===== src/core/mcsfc_consts.svh =====
`ifndef MCSFC_CONSTS_SVH
`define MCSFC_CONSTS_SVH

// command register fields
`define MCSFC_CMD_TX_ON     0
`define MCSFC_CMD_RX_ON     2
`define MCSFC_CMD_SPACE     3
`define MCSFC_CMD_ERR_CLR   4
`define MCSFC_CMD_LOOP      6
`define MCSFC_CMD_RESET     8'h25
// mode register fields
`define MCSFC_MODE_LEN_LO   2
`define MCSFC_MODE_LEN_HI   3
`define MCSFC_MODE_CHR_LO   4
`define MCSFC_MODE_CHR_HI   6
`define MCSFC_MODE_STOP2    7
`define MCSFC_MODE_RESET    8'h3C
`define MCSFC_LEN_BASE      3'h4
// status bits
`define MCSFC_ST_FREE       0
`define MCSFC_ST_FULL       1
`define MCSFC_ST_IDLE       2
`define MCSFC_ST_OVR        3
`define MCSFC_ST_UND        4
`define MCSFC_ST_WORD       5
`define MCSFC_ST_FIRST      6
// host avalon byte addresses
`define MCSFC_A_CMD         5'h00
`define MCSFC_A_MODE        5'h04
`define MCSFC_A_TXDATA      5'h08
`define MCSFC_A_RXDATA      5'h0C
`define MCSFC_A_STATUS      5'h10
`define MCSFC_A_HCTRL       5'h14
`define MCSFC_HCTRL_CTS_N   0
`define MCSFC_DIV_DEFAULT   8

`endif


===== src/core/mcsfc_pkg.sv =====
package mcsfc_pkg;
  typedef enum logic [1:0] {MCSFC_TX_IDLE, MCSFC_TX_DATA, MCSFC_TX_STOP} mcsfc_tx_state_e;
  typedef enum logic [1:0] {MCSFC_RX_IDLE, MCSFC_RX_DATA, MCSFC_RX_STOP} mcsfc_rx_state_e;
  typedef enum logic {MCSFC_H_IDLE, MCSFC_H_ACK} mcsfc_host_state_e;
endpackage

===== src/core/mcsfc_if.sv =====
`timescale 1ns/1ps
interface mcsfc_if;
  logic       wr_thr;
  logic       wr_cmd;
  logic       wr_mode;
  logic       rd_rhr;
  logic [7:0] wdata;
  logic [7:0] rhr;
  logic [7:0] status;
  logic       cts_n;
  logic       tx_bit_clock;
  logic       rx_bit_clock;
  logic       tx_idle_flag;
  logic       tx_hold_free_flag;
  logic       rx_hold_full_flag;
  logic       first_char_flag;

  modport dev (
    input  wr_thr, wr_cmd, wr_mode, rd_rhr, wdata, cts_n, tx_bit_clock, rx_bit_clock,
    output rhr, status, tx_idle_flag, tx_hold_free_flag, rx_hold_full_flag, first_char_flag
  );
  modport host (
    output wr_thr, wr_cmd, wr_mode, rd_rhr, wdata, cts_n, tx_bit_clock, rx_bit_clock,
    input  rhr, status, tx_idle_flag, tx_hold_free_flag, rx_hold_full_flag, first_char_flag
  );
endinterface


===== src/core/mcsfc_device.sv =====
`timescale 1ns/1ps
`include "mcsfc_consts.svh"
module mcsfc_device (
  // clock and reset
  input  wire logic ref_clk_i,
  input  wire logic rst_n_i,
  // processor side
  mcsfc_if.dev      bus,
  // serial line
  input  wire logic rxd_i,
  output logic      txd_o
);
  logic [7:0] cmd_reg;
  logic [7:0] mode_reg;
  logic [2:0] txc_sync_reg;
  logic [2:0] rxc_sync_reg;
  logic [1:0] rxd_sync_reg;
  logic       txd_reg;

  // bit clocks and line come from outside: two flops before use
  always_ff @(posedge ref_clk_i or negedge rst_n_i) begin
    if (!rst_n_i) begin
      txc_sync_reg <= 3'h0;
      rxc_sync_reg <= 3'h0;
      rxd_sync_reg <= 2'h3;
    end else begin
      txc_sync_reg <= {txc_sync_reg[1:0], bus.tx_bit_clock};
      rxc_sync_reg <= {rxc_sync_reg[1:0], bus.rx_bit_clock};
      rxd_sync_reg <= {rxd_sync_reg[0], rxd_i};
    end
  end

  wire       tx_tick    = txc_sync_reg[1] & ~txc_sync_reg[2];
  wire       rx_tick    = rxc_sync_reg[1] & ~rxc_sync_reg[2];
  wire       tx_on      = cmd_reg[`MCSFC_CMD_TX_ON];
  wire       rx_on      = cmd_reg[`MCSFC_CMD_RX_ON];
  wire       force_sp   = cmd_reg[`MCSFC_CMD_SPACE];
  wire       loop_on    = cmd_reg[`MCSFC_CMD_LOOP];
  wire       err_clr    = bus.wr_cmd & bus.wdata[`MCSFC_CMD_ERR_CLR];
  wire [2:0] last_bit   = {1'b0, mode_reg[`MCSFC_MODE_LEN_HI:`MCSFC_MODE_LEN_LO]} + `MCSFC_LEN_BASE;
  wire [2:0] last_char  = mode_reg[`MCSFC_MODE_CHR_HI:`MCSFC_MODE_CHR_LO];
  wire       two_stop   = mode_reg[`MCSFC_MODE_STOP2];

  // command and mode registers
  always_ff @(posedge ref_clk_i or negedge rst_n_i) begin
    if (!rst_n_i) begin
      cmd_reg  <= `MCSFC_CMD_RESET;
      mode_reg <= `MCSFC_MODE_RESET;
    end else begin
      if (bus.wr_cmd) cmd_reg <= bus.wdata;
      if (bus.wr_mode) mode_reg <= bus.wdata;
    end
  end

  // transmitter
  mcsfc_pkg::mcsfc_tx_state_e tx_state_reg, tx_state_next;
  logic [7:0] thr_reg;
  logic       thr_full_reg, thr_full_next;
  logic [7:0] tx_shift_reg, tx_shift_next;
  logic [2:0] tx_bit_reg, tx_bit_next;
  logic [2:0] tx_char_reg, tx_char_next;
  logic       tx_line_reg, tx_line_next;
  logic       abort_reg, abort_next;
  logic       stop_cnt_reg, stop_cnt_next;
  logic       underrun_reg;
  logic       thr_take;
  logic       underrun_set;

  wire tx_start  = tx_on & ~bus.cts_n & ~force_sp & thr_full_reg;
  // spacing breaks into a word only in loop-back; otherwise it waits for idle
  wire tx_serial = (loop_on & force_sp) ? 1'b0 : tx_line_reg;

  always_comb begin
    tx_state_next = tx_state_reg;
    tx_shift_next = tx_shift_reg;
    tx_bit_next   = tx_bit_reg;
    tx_char_next  = tx_char_reg;
    tx_line_next  = tx_line_reg;
    abort_next    = abort_reg;
    stop_cnt_next = stop_cnt_reg;
    thr_take      = 1'b0;
    underrun_set  = 1'b0;
    if (tx_tick) begin
      case (tx_state_reg)
        mcsfc_pkg::MCSFC_TX_IDLE: begin
          tx_line_next = ~force_sp;
          if (tx_start) begin
            tx_line_next  = 1'b0;
            tx_shift_next = thr_reg;
            thr_take      = 1'b1;
            tx_bit_next   = 3'h0;
            tx_char_next  = 3'h0;
            abort_next    = 1'b0;
            tx_state_next = mcsfc_pkg::MCSFC_TX_DATA;
          end
        end
        mcsfc_pkg::MCSFC_TX_DATA: begin
          tx_line_next  = tx_shift_reg[0];
          tx_shift_next = {1'b1, tx_shift_reg[7:1]};
          tx_bit_next   = tx_bit_reg + 3'h1;
          if (tx_bit_reg == last_bit) begin
            tx_bit_next  = 3'h0;
            tx_char_next = tx_char_reg + 3'h1;
            if (tx_char_reg == last_char) begin
              stop_cnt_next = 1'b0;
              tx_state_next = mcsfc_pkg::MCSFC_TX_STOP;
            end else if (thr_full_reg & ~abort_reg) begin
              tx_shift_next = thr_reg;
              thr_take      = 1'b1;
            end else begin
              // pad the word with marks, then a bad stop bit marks it
              tx_shift_next = 8'hFF;
              underrun_set  = ~abort_reg;
              abort_next    = 1'b1;
            end
          end
        end
        default: begin
          tx_line_next  = stop_cnt_reg | ~abort_reg;
          stop_cnt_next = 1'b1;
          if (stop_cnt_reg == two_stop) tx_state_next = mcsfc_pkg::MCSFC_TX_IDLE;
        end
      endcase
    end
  end

  // a write arriving with the load keeps the holding register full
  assign thr_full_next = bus.wr_thr | (thr_full_reg & ~thr_take);

  always_ff @(posedge ref_clk_i or negedge rst_n_i) begin
    if (!rst_n_i) begin
      tx_state_reg <= mcsfc_pkg::MCSFC_TX_IDLE;
      thr_reg      <= 8'h00;
      thr_full_reg <= 1'b0;
      tx_shift_reg <= 8'hFF;
      tx_bit_reg   <= 3'h0;
      tx_char_reg  <= 3'h0;
      tx_line_reg  <= 1'b1;
      abort_reg    <= 1'b0;
      stop_cnt_reg <= 1'b0;
      underrun_reg <= 1'b0;
      txd_reg      <= 1'b1;
    end else begin
      tx_state_reg <= tx_state_next;
      if (bus.wr_thr) thr_reg <= bus.wdata;
      thr_full_reg <= thr_full_next;
      tx_shift_reg <= tx_shift_next;
      tx_bit_reg   <= tx_bit_next;
      tx_char_reg  <= tx_char_next;
      tx_line_reg  <= tx_line_next;
      abort_reg    <= abort_next;
      stop_cnt_reg <= stop_cnt_next;
      underrun_reg <= underrun_set | (underrun_reg & ~err_clr);
      txd_reg      <= loop_on | tx_line_reg;
    end
  end

  // receiver
  mcsfc_pkg::mcsfc_rx_state_e rx_state_reg, rx_state_next;
  logic [7:0] asm_reg, asm_next;
  logic [2:0] rx_bit_reg, rx_bit_next;
  logic [2:0] rx_char_reg, rx_char_next;
  logic [7:0] rhr_reg, rhr_next;
  logic       full_reg;
  logic       first_reg, first_next;
  logic       overrun_reg;
  logic       word_err_reg;
  logic       deliver;
  logic       word_err_set;

  // loop-back feeds the transmitter straight in and ignores the pin
  wire rx_in = loop_on ? tx_serial : rxd_sync_reg[1];

  always_comb begin
    rx_state_next = rx_state_reg;
    asm_next      = asm_reg;
    rx_bit_next   = rx_bit_reg;
    rx_char_next  = rx_char_reg;
    rhr_next      = rhr_reg;
    first_next    = first_reg;
    deliver       = 1'b0;
    word_err_set  = 1'b0;
    if (!rx_on) begin
      rx_state_next = mcsfc_pkg::MCSFC_RX_IDLE;
      first_next    = 1'b0;
    end else if (rx_tick) begin
      case (rx_state_reg)
        mcsfc_pkg::MCSFC_RX_IDLE: begin
          if (!rx_in) begin
            asm_next      = 8'h00;
            rx_bit_next   = 3'h0;
            rx_char_next  = 3'h0;
            rx_state_next = mcsfc_pkg::MCSFC_RX_DATA;
          end
        end
        mcsfc_pkg::MCSFC_RX_DATA: begin
          asm_next[rx_bit_reg] = rx_in;
          rx_bit_next = rx_bit_reg + 3'h1;
          if (rx_bit_reg == last_bit) begin
            rhr_next     = asm_next;
            deliver      = 1'b1;
            first_next   = (rx_char_reg == 3'h0);
            asm_next     = 8'h00;
            rx_bit_next  = 3'h0;
            rx_char_next = rx_char_reg + 3'h1;
            if (rx_char_reg == last_char) rx_state_next = mcsfc_pkg::MCSFC_RX_STOP;
          end
        end
        default: begin
          word_err_set  = ~rx_in;
          rx_state_next = mcsfc_pkg::MCSFC_RX_IDLE;
        end
      endcase
    end
  end

  // a read in the delivery cycle takes the old character, so no overrun
  wire overrun_set = deliver & full_reg & ~bus.rd_rhr;
  wire full_next   = rx_on & (deliver | (full_reg & ~bus.rd_rhr));

  always_ff @(posedge ref_clk_i or negedge rst_n_i) begin
    if (!rst_n_i) begin
      rx_state_reg <= mcsfc_pkg::MCSFC_RX_IDLE;
      asm_reg      <= 8'h00;
      rx_bit_reg   <= 3'h0;
      rx_char_reg  <= 3'h0;
      rhr_reg      <= 8'h00;
      full_reg     <= 1'b0;
      first_reg    <= 1'b0;
      overrun_reg  <= 1'b0;
      word_err_reg <= 1'b0;
    end else begin
      rx_state_reg <= rx_state_next;
      asm_reg      <= asm_next;
      rx_bit_reg   <= rx_bit_next;
      rx_char_reg  <= rx_char_next;
      rhr_reg      <= rhr_next;
      full_reg     <= full_next;
      first_reg    <= first_next;
      overrun_reg  <= overrun_set | (overrun_reg & ~err_clr);
      word_err_reg <= word_err_set | (word_err_reg & ~err_clr);
    end
  end

  // flags come from the same logic in every mode
  wire tx_free = tx_on & ~thr_full_reg;
  wire tx_idle = tx_free & (tx_state_reg == mcsfc_pkg::MCSFC_TX_IDLE);

  assign bus.tx_hold_free_flag = tx_free;
  assign bus.tx_idle_flag      = tx_idle;
  assign bus.rx_hold_full_flag = full_reg;
  assign bus.first_char_flag   = first_reg;
  assign bus.rhr               = rhr_reg;
  assign bus.status            = {1'b0, first_reg, word_err_reg, underrun_reg,
                                  overrun_reg, tx_idle, full_reg, tx_free};
  assign txd_o                 = txd_reg;
endmodule // mcsfc_device


===== src/flat_wrapper.sv =====
// flat-port wrapper written by rule: the top's interface ports become plain ports
module mcsfc_device_flat 
  (ref_clk_i, rst_n_i, rxd_i, txd_o, bus_wr_thr, bus_wr_cmd, bus_wr_mode, bus_rd_rhr, bus_wdata, bus_cts_n, bus_tx_bit_clock, bus_rx_bit_clock, bus_rhr, bus_status, bus_tx_idle_flag, bus_tx_hold_free_flag, bus_rx_hold_full_flag, bus_first_char_flag);
  mcsfc_if bus_i ();
  input  wire logic ref_clk_i;
  input  wire logic rst_n_i;
  input  wire logic rxd_i;
  output logic txd_o;
  input wire logic [$bits(bus_i.wr_thr)-1:0] bus_wr_thr;
  input wire logic [$bits(bus_i.wr_cmd)-1:0] bus_wr_cmd;
  input wire logic [$bits(bus_i.wr_mode)-1:0] bus_wr_mode;
  input wire logic [$bits(bus_i.rd_rhr)-1:0] bus_rd_rhr;
  input wire logic [$bits(bus_i.wdata)-1:0] bus_wdata;
  input wire logic [$bits(bus_i.cts_n)-1:0] bus_cts_n;
  input wire logic [$bits(bus_i.tx_bit_clock)-1:0] bus_tx_bit_clock;
  input wire logic [$bits(bus_i.rx_bit_clock)-1:0] bus_rx_bit_clock;
  output wire logic [$bits(bus_i.rhr)-1:0] bus_rhr;
  output wire logic [$bits(bus_i.status)-1:0] bus_status;
  output wire logic [$bits(bus_i.tx_idle_flag)-1:0] bus_tx_idle_flag;
  output wire logic [$bits(bus_i.tx_hold_free_flag)-1:0] bus_tx_hold_free_flag;
  output wire logic [$bits(bus_i.rx_hold_full_flag)-1:0] bus_rx_hold_full_flag;
  output wire logic [$bits(bus_i.first_char_flag)-1:0] bus_first_char_flag;
  assign bus_i.wr_thr = bus_wr_thr;
  assign bus_i.wr_cmd = bus_wr_cmd;
  assign bus_i.wr_mode = bus_wr_mode;
  assign bus_i.rd_rhr = bus_rd_rhr;
  assign bus_i.wdata = bus_wdata;
  assign bus_i.cts_n = bus_cts_n;
  assign bus_i.tx_bit_clock = bus_tx_bit_clock;
  assign bus_i.rx_bit_clock = bus_rx_bit_clock;
  assign bus_rhr = bus_i.rhr;
  assign bus_status = bus_i.status;
  assign bus_tx_idle_flag = bus_i.tx_idle_flag;
  assign bus_tx_hold_free_flag = bus_i.tx_hold_free_flag;
  assign bus_rx_hold_full_flag = bus_i.rx_hold_full_flag;
  assign bus_first_char_flag = bus_i.first_char_flag;
  mcsfc_device u_core (.ref_clk_i(ref_clk_i), .rst_n_i(rst_n_i), .bus(bus_i), .rxd_i(rxd_i), .txd_o(txd_o));
endmodule

===== config.mk =====
export PLATFORM = sky130hd
export DESIGN_NAME = mcsfc_device_flat
export DESIGN_NICKNAME = d
export VERILOG_FILES = /design/src/core/mcsfc_pkg.sv /design/src/core/mcsfc_if.sv /design/src/core/mcsfc_device.sv /design/src/flat_wrapper.sv
export VERILOG_INCLUDE_DIRS = /design/src /design/src/core
export SDC_FILE = /design/constraint.sdc
export NUM_CORES = 1
export LEC_CHECK = 0
export BUFFER_PORTS_ARGS = -buffer_cell sky130_fd_sc_hd__buf_2
export CORE_ASPECT_RATIO = 1.75
export CORE_UTILIZATION = 40
export DETAILED_ROUTE_END_ITERATION = 10
export RECOVER_POWER = 25
export SLEW_MARGIN = 20
export SYNTH_ARGS = -nofsm -noshare
export SYNTH_HDL_FRONTEND = slang
export SYNTH_SLANG_ARGS = --single-unit

===== constraint.sdc =====
create_clock -name ref_clk_i -period 2.9 [get_ports ref_clk_i]
set_input_delay 0.87 -clock ref_clk_i [delete_from_list [all_inputs] [get_ports ref_clk_i]]
set_output_delay 0.87 -clock ref_clk_i [all_outputs]
set_load 0.01 [all_outputs]

# --- Word-level counts from Yosys, hierarchy flattened ---
# Index checks and enable logic that the tools add are counted.
totals:
  regBits: 81
  inputBits: 18
  output_inout_bits: 21
  elab_cells: 172
op_classes:
  addsub: 5
  magnitude_cmp: 2
  eq_ne: 20
  muxes: 66
  n_bitwise: 36
  reduce_logical: 18
ops:
  columns: ["op", "n"]
  rows:
  - ["$mux 8", 6]
  - ["$pmux 8 s2", 2]
  - ["$mux 1", 31]
  - ["$pmux 3 s2", 4]
  - ["$reduce_and 4->1", 5]
  - ["$and 1x1->1", 18]
  - ["$mux 2", 9]
  - ["$mux 3", 6]
  - ["$add 3x1->3 const B", 4]
  - ["$eq 3x3->1", 4]
  - ["$ne 2x2->1 const B", 6]
  - ["$not 1->1", 11]
  - ["$reduce_and 5->1", 2]
  - ["$ne 3x3->1 const B", 3]
  - ["$bwmux 8", 1]
  - ["$ne 2x1->1 const B", 4]
  - ["$pmux 1 s2", 4]
  - ["$pmux 2 s2", 2]
  - ["$or 1x1->1", 7]
  - ["$reduce_and 3->1", 2]
  - ["$reduce_and 6->1", 1]
  - ["$eq 2x1->1 const B", 2]
  - ["$logic_not 2->1", 2]
  - ["$lt 3x4->1 const B", 1]
  - ["other kinds (9)", 10]

# --- Depth between registers and ports, before layout ---
# Gate-level depths: netlist of run 1.
depth:
  depth_word: 10
  depth_mapped: 6
  depth_no_buf: 4

# --- Worst setup path after synthesis of run 1 ---
# No wires, ideal clock.
synth_path:
  path_kind: "register -> output"
  start: "register u_core.cmd_reg[0]"
  end: "output port bus_status[2]"
  t_arrival_ps: 1187
  t_required_ps: 2030
  slack_ps: 843
  stages_incl_launch_ff: 4
  path_buffers: 1
  path_cell_list: "dfstp_2 -> nor2b_1 -> and3_1 -> buf_4"
synth_via:
  elab_chain_len: 2
synth_lines:
  columns: ["element", "line", "rtl"]
  rows:
  - ["start, declared", "mcsfc_device.sv:13", "logic [7:0] cmd_reg;"]
  - ["start signal, assigned", "mcsfc_device.sv:47", "cmd_reg <= `MCSFC_CMD_RESET;"]
  - ["start signal, assigned", "mcsfc_device.sv:50", "if (bus.wr_cmd) cmd_reg <= bus.wdata;"]
  - ["$and 1x1->1", "mcsfc_device.sv:246", "wire tx_free = tx_on & ~thr_full_reg;"]
  - ["net bus_tx_hold_free_flag", "flat_wrapper.sv:20", "output wire logic [$bits(bus_i.tx_hold_free_flag)-1:0] bus_tx_hold_free_flag;"]
  - ["$and 1x1->1", "mcsfc_device.sv:247", "wire tx_idle = tx_free & (tx_state_reg == mcsfc_pkg::MCSFC_TX_IDLE);"]
  - ["end, declared", "flat_wrapper.sv:18", "output wire logic [$bits(bus_i.status)-1:0] bus_status;"]
# The timed path passes the listed nets, and every way through them passes these cells.

# --- Final worst setup path of run 1 ---
layout_path:
  start: "register u_core.cmd_reg[0]"
  end: "output port bus_tx_idle_flag"
layout_via:
  elab_chain_len: 2
layout_lines:
  columns: ["element", "line", "rtl"]
  rows:
  - ["$and 1x1->1", "mcsfc_device.sv:246", null]
  - ["$and 1x1->1", "mcsfc_device.sv:247", null]
  - ["end, declared", "flat_wrapper.sv:19", "output wire logic [$bits(bus_i.tx_idle_flag)-1:0] bus_tx_idle_flag;"]
# Every way passes these cells.

==> results.md, run 1 <==
* TritonCTS Buffers at 9
* First-pass GRT wire length at 13.3 mm
* Critical Path AT at 1.45 ns
* Post-CTS sizing at 0
* Fmax at 431 MHz
* Clock root cell: clkbuf_16
* GRT overflow at 0
* Worst path max stage delay at 0.55 ns
* Die W at 75.6 um
* Post-synthesis compound-gate area fraction at 13.7%
* Die height at 131 um
* # DRC at 0
* Largest family of logic cells by synthesized area: simple AND/OR/NAND/NOR gates
* Final wirelength at 8.24 mm
* RR Endpoint: u_core.underrun_reg
* Pin count of the biggest net entering global routing at 37
* Syn Inst Count at 339
* Router iterations before antenna repair at 4
* Main area contributors after synthesis: dfrtp_1 38%, dfstp_2 12%, mux2_2 8.0%
* Synth Area in Adders at 1.65%
* Highest-count cells in the layout ignoring fill and taps: 58 x dfrtp_1, 35 x buf_2, 31 x nor2_1, 27 x mux2_2, 22 x nand2_1
* Synth Flop Type: dfrtp_1
* Failing checks: capacitance limit, slew limit
* Seq cells post-synth at 76
* Cell area power density at 726 mW/mm^2
* Worst Skew at 0.00534 ns
* Antenna-violating nets left at 0
* Tcrit/Tclk final at 80.0%
* CP Class: reg -> out
* Clock sinks at 76
* Placed instance count at 481
* Vias at 2,721
* Initial core utilization at 41.4%
* Area delta synth->final at 13.5%
* CP Data Required Time at 2.03 ns
* Mux share of post-synthesis cell area at 9.44%
* RR Startpoint: u_core.tx_state_reg[0]
* Sequential fraction of the synthesis area at 50.7%
* Worst hold path type: reg -> reg
* R2R Setup Slk at 0.89 ns
* N_diodes at 0
* CP max stage cell: dfstp_2
* Die ar. at 0.00989 mm^2
* Logic pwr share at 21.5%
* Final TNS setup at 0 ns
* Port buffer count at 37
* XOR/XNOR share of the synthesized area at 2.74%
* Vias in the first global route at 2,695
* # setup viols final at 0
* DR iter-0 viols at 163
* Hpwl dp at 6.03 mm
* Commonest non-fill, non-tap cell in the layout: dfrtp_1
* Postcts setup bufs at 0
* Clk Latency, worst-skew pair at 0.34 ns
* Placer Congestion at 0.795
* Crit Path Max Fanout at 4
* Switching part of the total at 30.7%
* Final min period at 2.32 ns
* Cell Chain, Critical Path: nor2b_1, and3_1, buf_2
* Layout cells sized above 1 at 31.0%
* Hold Vio Cnt, Final at 0
* Worst setup margin at 0.581 ns
* Core Area at 0.00915 mm^2
* Reg2reg path depth at 4
* Hold_buf cts at 0
* Unrepaired setup endpoints after global routing: no
* CP startpoint kind: flop
* Slew HR at -31.4%
* Critical Path Sink Type: output pin
* Asr flop ratio synth at 100%
* Initial antenna violation count at 0
* Reg power frac at 46.1%
* Clock power share at 32.4%
* Non-filler cells, final at 497
* Worst slew pin tran at 1.97 ns
* Post-synth cell types at 65
* Worst-path clk slew at 0.06 ns
* Worst Setup EP: bus_tx_idle_flag
* H-tree levels at 3
* Post-detailed-route wirelength per cell at 16.6 um
* Syn_area_per_cell at 11.2 um^2
* CTS tree: done
* Peak VDD IR at 384 uV
* Fill count at 872
* Synth Area in Simple Gates at 17.1%
* Area leader, netlist: dfrtp_1
* Status: complete, but fails checks
* Ports at 39
* Via-to-Cell Ratio at 5.47
* Bufs on Longest Clock Path at 2
* Static Leak at 0.00191 uW
* Place WS at 0.864 ns
* Util after Layout at 47.0%
* Post-synth EDFFs at 0
* Area fraction of the dominant cell type after synthesis at 38.3%
* Critical Path Start: u_core.cmd_reg[0]
* Nets at 395
* Syn Nets at 362
* Yosys Warn Count at 0
* GRT Total Usage at 18.6%
* Psw at 961 uW
* # rows at 46
* Internal at 2170 uW
* Max Cap Viol at 1
* Max-slew violation count at 37
* Post-Syn Area at 0.00379 mm^2
how the worst min path moves through the flow:
stage	depth (start not counted)	endpoint	from	slack, ns
finish	0	u_core.txc_sync_reg[1]	u_core.txc_sync_reg[0]	0.35
global route	0	u_core.rxd_sync_reg[1]	u_core.rxd_sync_reg[0]	0.36
CTS	0	u_core.txc_sync_reg[1]	u_core.txc_sync_reg[0]	0.35
detailed placement	0	u_core.rxc_sync_reg[1]	u_core.rxc_sync_reg[0]	0.34
global placement	0	u_core.rxc_sync_reg[1]	u_core.rxc_sync_reg[0]	0.33
floorplan	0	u_core.rxc_sync_reg[1]	u_core.rxc_sync_reg[0]	0.33
routing by layer:
| metal | wire, um | vias up | global-route usage (%) |
|---|---|---|---|
| met5 | 0 | - | 0 |
| met4 | 408 | 0 | 12.0 |
| met3 | 250 | 21 | 4.68 |
| met2 | 4410 | 71 | 31.8 |
| met1 | 3170 | 1338 | 20.0 |
| li1 | - | 1291 | - |
critical path: cells and delay by family (launching register included):
kind                   cells  cell delay [ns]
flip-flops                 1             0.55
AND/OR/NAND/NOR            2             0.42
buffers and inverters      1             0.13
metrics by stage:
stage | cell area [um^2] | total power [uW] | hold WS, ns
3_3_place_gp | 4050 | 2100 | 0.333
3_5_place_dp | 4050 | 2120 | 0.336
5_1_grt | 4310 | 3310 | 0.358
6_report | 4310 | 3130 | 0.352
2_1_floorplan | 3790 | 1930 | 0.331
4_1_cts | 4310 | 3150 | 0.355
power groups by stage:
stage               combinational, uW  sequential [uW]  clock, uW
finish                            673             1440       1010
global placement                  647             1450          0
global route                      753             1470       1080
detailed placement                673             1450          0
CTS                               675             1440       1040
floorplan                         564             1370          0
Yosys cell counts, drive strengths merged, types with 4 or more instances:
cell type,instances
nand3,7
dfstp,18
nor3,7
ha,5
inv,8
a21oi,5
nand2,22
a211oi,14
nand2b,5
a211o,5
mux2i,5
buf,19
dfrtp,58
nor3b,6
a22o,4
mux2,27
nor2b,9
nor2,32
xnor2,10
o21ai,14
nand4,4
clkbuf,4
area by class of cell:
cell class                 instances  area, um^2  area share [%]
sequential                        76        1920            44.7
inverter                           8        30.0           0.697
multi-input combinational        232        1690            39.3
tap                              120         150            3.49
clock inverter                     2        10.0           0.232
timing repair buffer              45         243            5.64
clock buffer                      14         254            5.90
logic make-up after synthesis:
logic type / after synthesis
xor+xnor: 11
flops: 76
mux: 32
simple gates: 113
other cells: 1
compound gates: 70
fa+ha+maj: 5
buf+inv: 31
No activity file was read; power rests on OpenSTA's default activity.
==> inputs of run 2 (changes only) <==
ABC_AREA = 1   (was unset)
clock period = 2.1 ns   (was 2.9 ns; I/O delays follow)
==> results.md, run 2 <==
* Worst slew pin tran at 1.53 ns (-0.444 ns)
* TritonCTS Buffers at 9 (unchanged)
* Pin count of the biggest net entering global routing at 51 (+38%)
* Bufs on Longest Clock Path at 2 (unchanged)
* Ports at 39 (unchanged)
* CP Data Required Time at 1.47 ns (-0.56 ns)
* Antenna-violating nets left at 0 (unchanged)
* DRT met1 WL at 3.06 mm (-3.4%)
* Area delta synth->final at 15.1%
* Clock sinks at 76 (unchanged)
* Hold Crit Depth at 0 (unchanged)
* Worst hold path type: reg -> reg
* N_diodes at 0 (unchanged)
* Final min period at 1.97 ns
* Placer Congestion at 0.815 (+2.5%)
* Layout cells sized above 1 at 18.3% (-13 points)
* Postcts setup bufs at 0 (unchanged)
* Failing checks: capacitance limit, slew limit
* Yosys Warn Count at 0 (unchanged)
* Main area contributors after synthesis: dfrtp_1 39%, nand2_1 18%, dfstp_2 13%
* Synth Flop Type: dfrtp_1
* Crit path max-delay family: flip-flops
* Via-to-Cell Ratio at 4.69 (-14%)
* Pwr Total at 4360 uW (+40%)
* Critical Path Start: u_core.tx_state_reg[0]
* Slew HR at -1.78% (+30 points)
* RR Endpoint: u_core.asm_reg[6]
* Met3 WL at 186 um (-26%)
* Commonest non-fill, non-tap cell in the layout: nand2_1
* Highest-count cells in the layout ignoring fill and taps: 177 x nand2_1, 58 x dfrtp_1, 43 x o21ai_0, 41 x inv_1, 34 x buf_2
* CTS tree: done
* Max-slew violation count at 27 (-27%)
* Vias at 2,919 (+7.3%)
* Most frequent cell after synthesis: nand2_1
* Initial core utilization at 40.9% (-0.55 points)
* CP startpoint kind: flop
* Initial antenna violation count at 0 (unchanged)
* DR iter-0 viols at 177 (+8.6%)
* Unrepaired setup endpoints after global routing: no
* Worst-path clk slew at 0.06 ns (about the same)
* R2R Setup Slk at 0.42 ns (-0.47 ns)
* Hold Vio Cnt, Final at 0 (unchanged)
* Critical Path Sink Type: output pin
* Post-Syn Area at 0.00369 mm^2 (-2.6%)
* Sequential fraction of the synthesis area at 52.1% (+1.3 points)
* Final TNS setup at 0 ns (unchanged)
* DR top layer: met4
* Syn_area_per_cell at 8.01 um^2 (-28%)
* Area fraction of the dominant cell type after synthesis at 39.3% (+1.0 points)
* Reg2reg path depth at 6 (+2)
* Clk Latency, worst-skew pair at 0.33 ns (about the same)
* Syn Nets at 484 (+34%)
* Worst Skew at 0.00520 ns (-0.000142 ns)
* Asr flop ratio synth at 100% (unchanged)
* Die height at 129 um (-1.3%)
* # rows at 46 (unchanged)
* Hpwl dp at 5.89 mm (-2.4%)
* H-tree levels at 3 (unchanged)
* Tcrit/Tclk final at 93.6%
* Port buffer count at 37 (unchanged)
* Max Cap Viol at 1 (unchanged)
* Syn Inst Count at 461 (+36%)
* Final wirelength at 7.87 mm (-4.5%)
* Cell area power density at 1030 mW/mm^2 (+41%)
* First-pass GRT wire length at 13.6 mm (+2.3%)
* CP Class: reg -> out
* Router iterations before antenna repair at 4 (unchanged)
* Static Leak at 0.00217 uW (+14%)
* Post-detailed-route wirelength per cell at 12.6 um (-24%)
* Status: complete, but fails checks
* GRT Total Usage at 19.0% (+0.35 points)
* CP max stage cell: dfrtp_1
* Post-synth top cells: 177 x nand2_1, 58 x dfrtp_1, 43 x o21ai_0, 41 x inv_1, 32 x nor2_1
* Critical Path AT at 1.34 ns (-0.11 ns)
* Die ar. at 0.00964 mm^2 (-2.5%)
* Routed length on met2 at 4.27 mm (-3.1%)
* Worst path max stage delay at 0.43 ns (-0.12 ns)
* # setup viols final at 0 (unchanged)
* Post-synth EDFFs at 0 (unchanged)
* GRT overflow at 0 (unchanged)
* Cell Chain, Critical Path: nor2_2, inv_1, nor3_1, buf_2
* Fmax at 508 MHz
* Vias in the first global route at 2,928 (+8.6%)
* Clock root cell: clkbuf_16
* Area leader, netlist: dfrtp_1
* Post-synth cell types at 35 (-46%)
* Seq cells post-synth at 76 (unchanged)
* Die W at 74.7 um (-1.3%)
* Peak VDD IR at 524 uV (+36%)
* Nets at 521 (+32%)
* Core Area at 0.00904 mm^2 (-1.3%)
* # DRC at 0 (unchanged)
* WP depth at 4 (+1)
* Crit Path Max Fanout at 5 (+1)
* RR Startpoint: u_core.cmd_reg[2]
* Worst Setup EP: bus_tx_idle_flag
* Worst Path Buf+Inv at 2 (+1)
-- run 2: cell families (layout without fill, tap and decap cells) --
kind of cell             count (synthesis)  count (layout)  synth area share, %
adder cells (fa/ha/maj)                  5               5                 1.69
AND/OR/NAND/NOR                        250             250                 28.5
buffers and inverters                   64             106                 7.69
other                                    1               1                0.101
multiplexers                             1               1                0.305
XOR/XNOR                                 5               5                 1.19
flip-flops                              76              76                 52.1
AO/OA/AOI/OAI                           59              59                 8.43
-- run 2: repair_timing --
item	CTS	global route
resized for setup	0	1
hold buffers	0	0
setup endpoints to repair	0	2
-- run 2: cell type report --
type	instances	area, um^2
tap	120	150
clock buffer	15	278
clock inverter	1	5.00
fill	909	4780
multi-input combinational	321	1490
inverter	50	191
sequential	76	1920
timing repair buffer	40	216
-- run 2: per-layer routing --
layer  track usage (%)  vias up
met5                 0        -
met4              12.2        0
met3              3.58       17
met2              33.1       43
met1              20.3     1356
li1                  -     1503
-- run 2: metrics by stage --
stage               setup WS, ns  hold slack, ns  instance area [um^2]  util (%)  cells
detailed placement         0.335           0.338                  3980      44.0    607
floorplan                  0.180           0.331                  3690         -    461
CTS                       0.0832           0.211                  4260      47.1    623
finish                     0.133           0.347                  4250      47.1    623
global route              0.0395           0.363                  4250      47.1    623
global placement           0.388           0.337                  3980      44.0    607
-- run 2: worst min path at each step --
stage                           start                endpoint  slack [ns]
2_1_floorplan                 rst_n_i        u_core.abort_reg        0.33
6_report       u_core.txc_sync_reg[0]  u_core.txc_sync_reg[1]        0.35
4_1_cts                       rst_n_i      u_core.mode_reg[7]        0.21
3_3_place_gp   u_core.txc_sync_reg[0]  u_core.txc_sync_reg[1]        0.34
3_5_place_dp   u_core.txc_sync_reg[0]  u_core.txc_sync_reg[1]        0.34
5_1_grt        u_core.rxd_sync_reg[0]  u_core.rxd_sync_reg[1]        0.36
-- run 2: power by group --
part	internal, uW	switching, uW
sequential	1750	174
combinational	331	648
clock	896	562
==> inputs of run 3 (changes only) <==
ABC_AREA = unset   (was 1)
CORE_ASPECT_RATIO = unset   (was 1.75)
clock period = 1.8 ns   (was 2.1 ns; I/O delays follow)
==> results.md, run 3 (same netlist as run 1, synthesis figures left out) <==
* Status: complete, but fails checks
* Failing checks: setup timing
* Die height at 99.4 um (-23%)
* CTS tree: done
* Bufs on Longest Clock Path at 2 (unchanged)
* Tcrit/Tclk final at 104%
* Critical Path AT at 1.34 ns (about the same)
* Core Area at 0.00920 mm^2 (+1.8%)
* Hpwl dp at 5.73 mm (-2.6%)
* # DRC at 0 (unchanged)
* Reg power frac at 46.8% (+2.6 points)
* Initial antenna violation count at 0 (unchanged)
* Final wirelength at 8.05 mm (+2.3%)
* DR iter-0 viols at 104 (-41%)
* Max Cap Viol at 0 (-1)
* Hold_buf cts at 0 (unchanged)
* Peak VDD IR at 369 uV (-30%)
* Initial core utilization at 41.2% (+0.35 points)
* Cell area power density at 1080 mW/mm^2 (+5.4%)
* Internal at 3270 uW (+9.6%)
* Worst Skew at 0.0115 ns (+0.00632 ns)
* Crit Path Max Fanout at 2 (-3)
* GRT Total Usage at 17.7% (-1.3 points)
* Die ar. at 0.00987 mm^2 (+2.4%)
* Worst-path clk slew at 0.08 ns (+0.02 ns)
* CP Data Required Time at 1.26 ns (-0.21 ns)
* Router iterations before antenna repair at 4 (unchanged)
* Hold Crit Depth at 1 (+1)
* Pwr Total at 4820 uW (+10%)
* GRT overflow at 0 (unchanged)
* Nets at 414 (-21%)
* Highest-count cells in the layout ignoring fill and taps: 58 x dfrtp_1, 33 x buf_2, 31 x nor2_1, 27 x mux2_2, 23 x buf_4
* TritonCTS Buffers at 9 (unchanged)
* Design Area, Final at 0.00445 mm^2 (+4.7%)
* CP startpoint kind: flop
* Worst setup margin at -0.0766 ns (-0.210 ns)
* Commonest non-fill, non-tap cell in the layout: dfrtp_1
* CP max stage cell: dfstp_2
* Place WS at 0.0456 ns (-0.290 ns)
* Clock root cell: clkbuf_8
* H-tree levels at 3 (unchanged)
* Ports at 39 (unchanged)
* Worst hold path type: in -> reg
* Max-slew violation count at 0 (-100%)
* Worst path max stage delay at 0.54 ns (+0.11 ns)
* First-pass GRT wire length at 13.4 mm (-0.97%)
* Via-to-Cell Ratio at 5.38 (+15%)
* Final TNS setup at -0.168 ns (-0.168 ns)
* Die W at 99.4 um (+33%)
* Unrepaired setup endpoints after global routing: yes
* Logic pwr share at 26.8% (+4.4 points)
* Vias in the first global route at 2,660 (-9.2%)
* Antenna-violating nets left at 0 (unchanged)
* # setup viols final at 3 (+3)
* Hold Vio Cnt, Final at 0 (unchanged)
* Switching part of the total at 32.2% (+0.50 points)
* Cell Chain, Critical Path: nor2b_4, and3_4, buf_6
* Clock power share at 26.3% (-7.1 points)
* Layout cells sized above 1 at 36.9% (+19 points)
* Area delta synth->final at 17.5%
* Critical Path Sink Type: output pin
* Reg2reg path depth at 5 (-1)
* Clock sinks at 76 (unchanged)
* Worst slew pin tran at 1.30 ns (-0.226 ns)
* Psw at 1550 uW (+12%)
* Fmax at 533 MHz
* Static Leak at 0.00198 uW (-9.1%)
* Placer Congestion at 0.866 (+6.2%)
* Port buffer count at 37 (unchanged)
* Post-DP Area at 0.00417 mm^2 (+4.8%)
* CP Class: reg -> out
* Clk Latency, worst-skew pair at 0.35 ns (+0.02 ns)
* Post-detailed-route wirelength per cell at 15.9 um (+26%)
* Final min period at 1.88 ns
* Vias at 2,726 (-6.6%)
* Pin count of the biggest net entering global routing at 33 (-35%)
* N_diodes at 0 (unchanged)
* # rows at 35 (-24%)
* Slew HR at 13.3% (+15 points)
==> run 3: cell types whose count changed in the layout (fill, tap and decap cells not counted), sizes merged, moves of 9 or more <==
cell    change
nand2     -160
mux2       +26
buf        +24
inv        -40
nor2b       +9
o21ai      -30
nand3      -17
a211oi     +14
==> run 3: critical path: cells and delay by family (launching register included) <==
kind,cells,cell delay [ns]
buffers and inverters,1,0.10
DFF,1,0.54
and+or+nand+nor,2,0.36
==> run 3: layout make-up <==
type	count	area, um^2
inverters	8	30.0
repair buffers	63	423
clock inverters	7	67.6
flip-flops and latches	76	1920
fillers	864	4740
well taps	111	139
multi-input cells	233	1750
clock buffers	9	124
==> run 3: layer usage <==
metal	wire [um]	track usage [%]	part of all wire (%)
met5	0	0	0
met4	127	7.69	1.6
met3	231	3.16	2.9
met2	3490	24.7	43
met1	4200	26.8	52
==> run 3: timing repair <==
item,in CTS,in global routing
gates cloned,0,1
pin swaps,1,3
buffers inserted,1,3
gates resized for setup,7,4
setup endpoints to repair,4,17
==> run 3: power by group through the flow <==
stage / clock [uW] / combinational (uW) / sequential (uW)
2_1_floorplan: 0 / 908 / 2210
3_3_place_gp: 0 / 1220 / 2270
3_5_place_dp: 0 / 1250 / 2270
4_1_cts: 1300 / 1260 / 2240
5_1_grt: 1390 / 1450 / 2290
6_report: 1270 / 1290 / 2260
==> run 3: path summary, 6_finish.rpt <==
| check | startpoint | endpoint | slack [ns] |
|---|---|---|---|
| setup / recovery | u_core.cmd_reg[0] | bus_tx_idle_flag | -0.08 |
| hold / removal | rxd_i | u_core.rxd_sync_reg[0] | 0.29 |
| setup reg to reg | u_core.cmd_reg[2] | u_core.bus.rhr[3] | 0.05 |
| hold reg to reg | u_core.rxc_sync_reg[0] | u_core.rxc_sync_reg[1] | 0.35 |
| max in group asynchronous | rst_n_i | u_core.cmd_reg[2] | 0.22 |
| min in group asynchronous | rst_n_i | u_core.bus.first_char_flag | 0.46 |
==> run 3: per-stage QoR <==
stage	util, %	instances	hold WS, ns
6_report	48.4	507	0.289
5_1_grt	48.4	507	0.271
4_1_cts	47.8	503	0.0890
3_5_place_dp	45.3	486	0.338
3_3_place_gp	45.3	486	0.333
2_1_floorplan	-	339	0.244
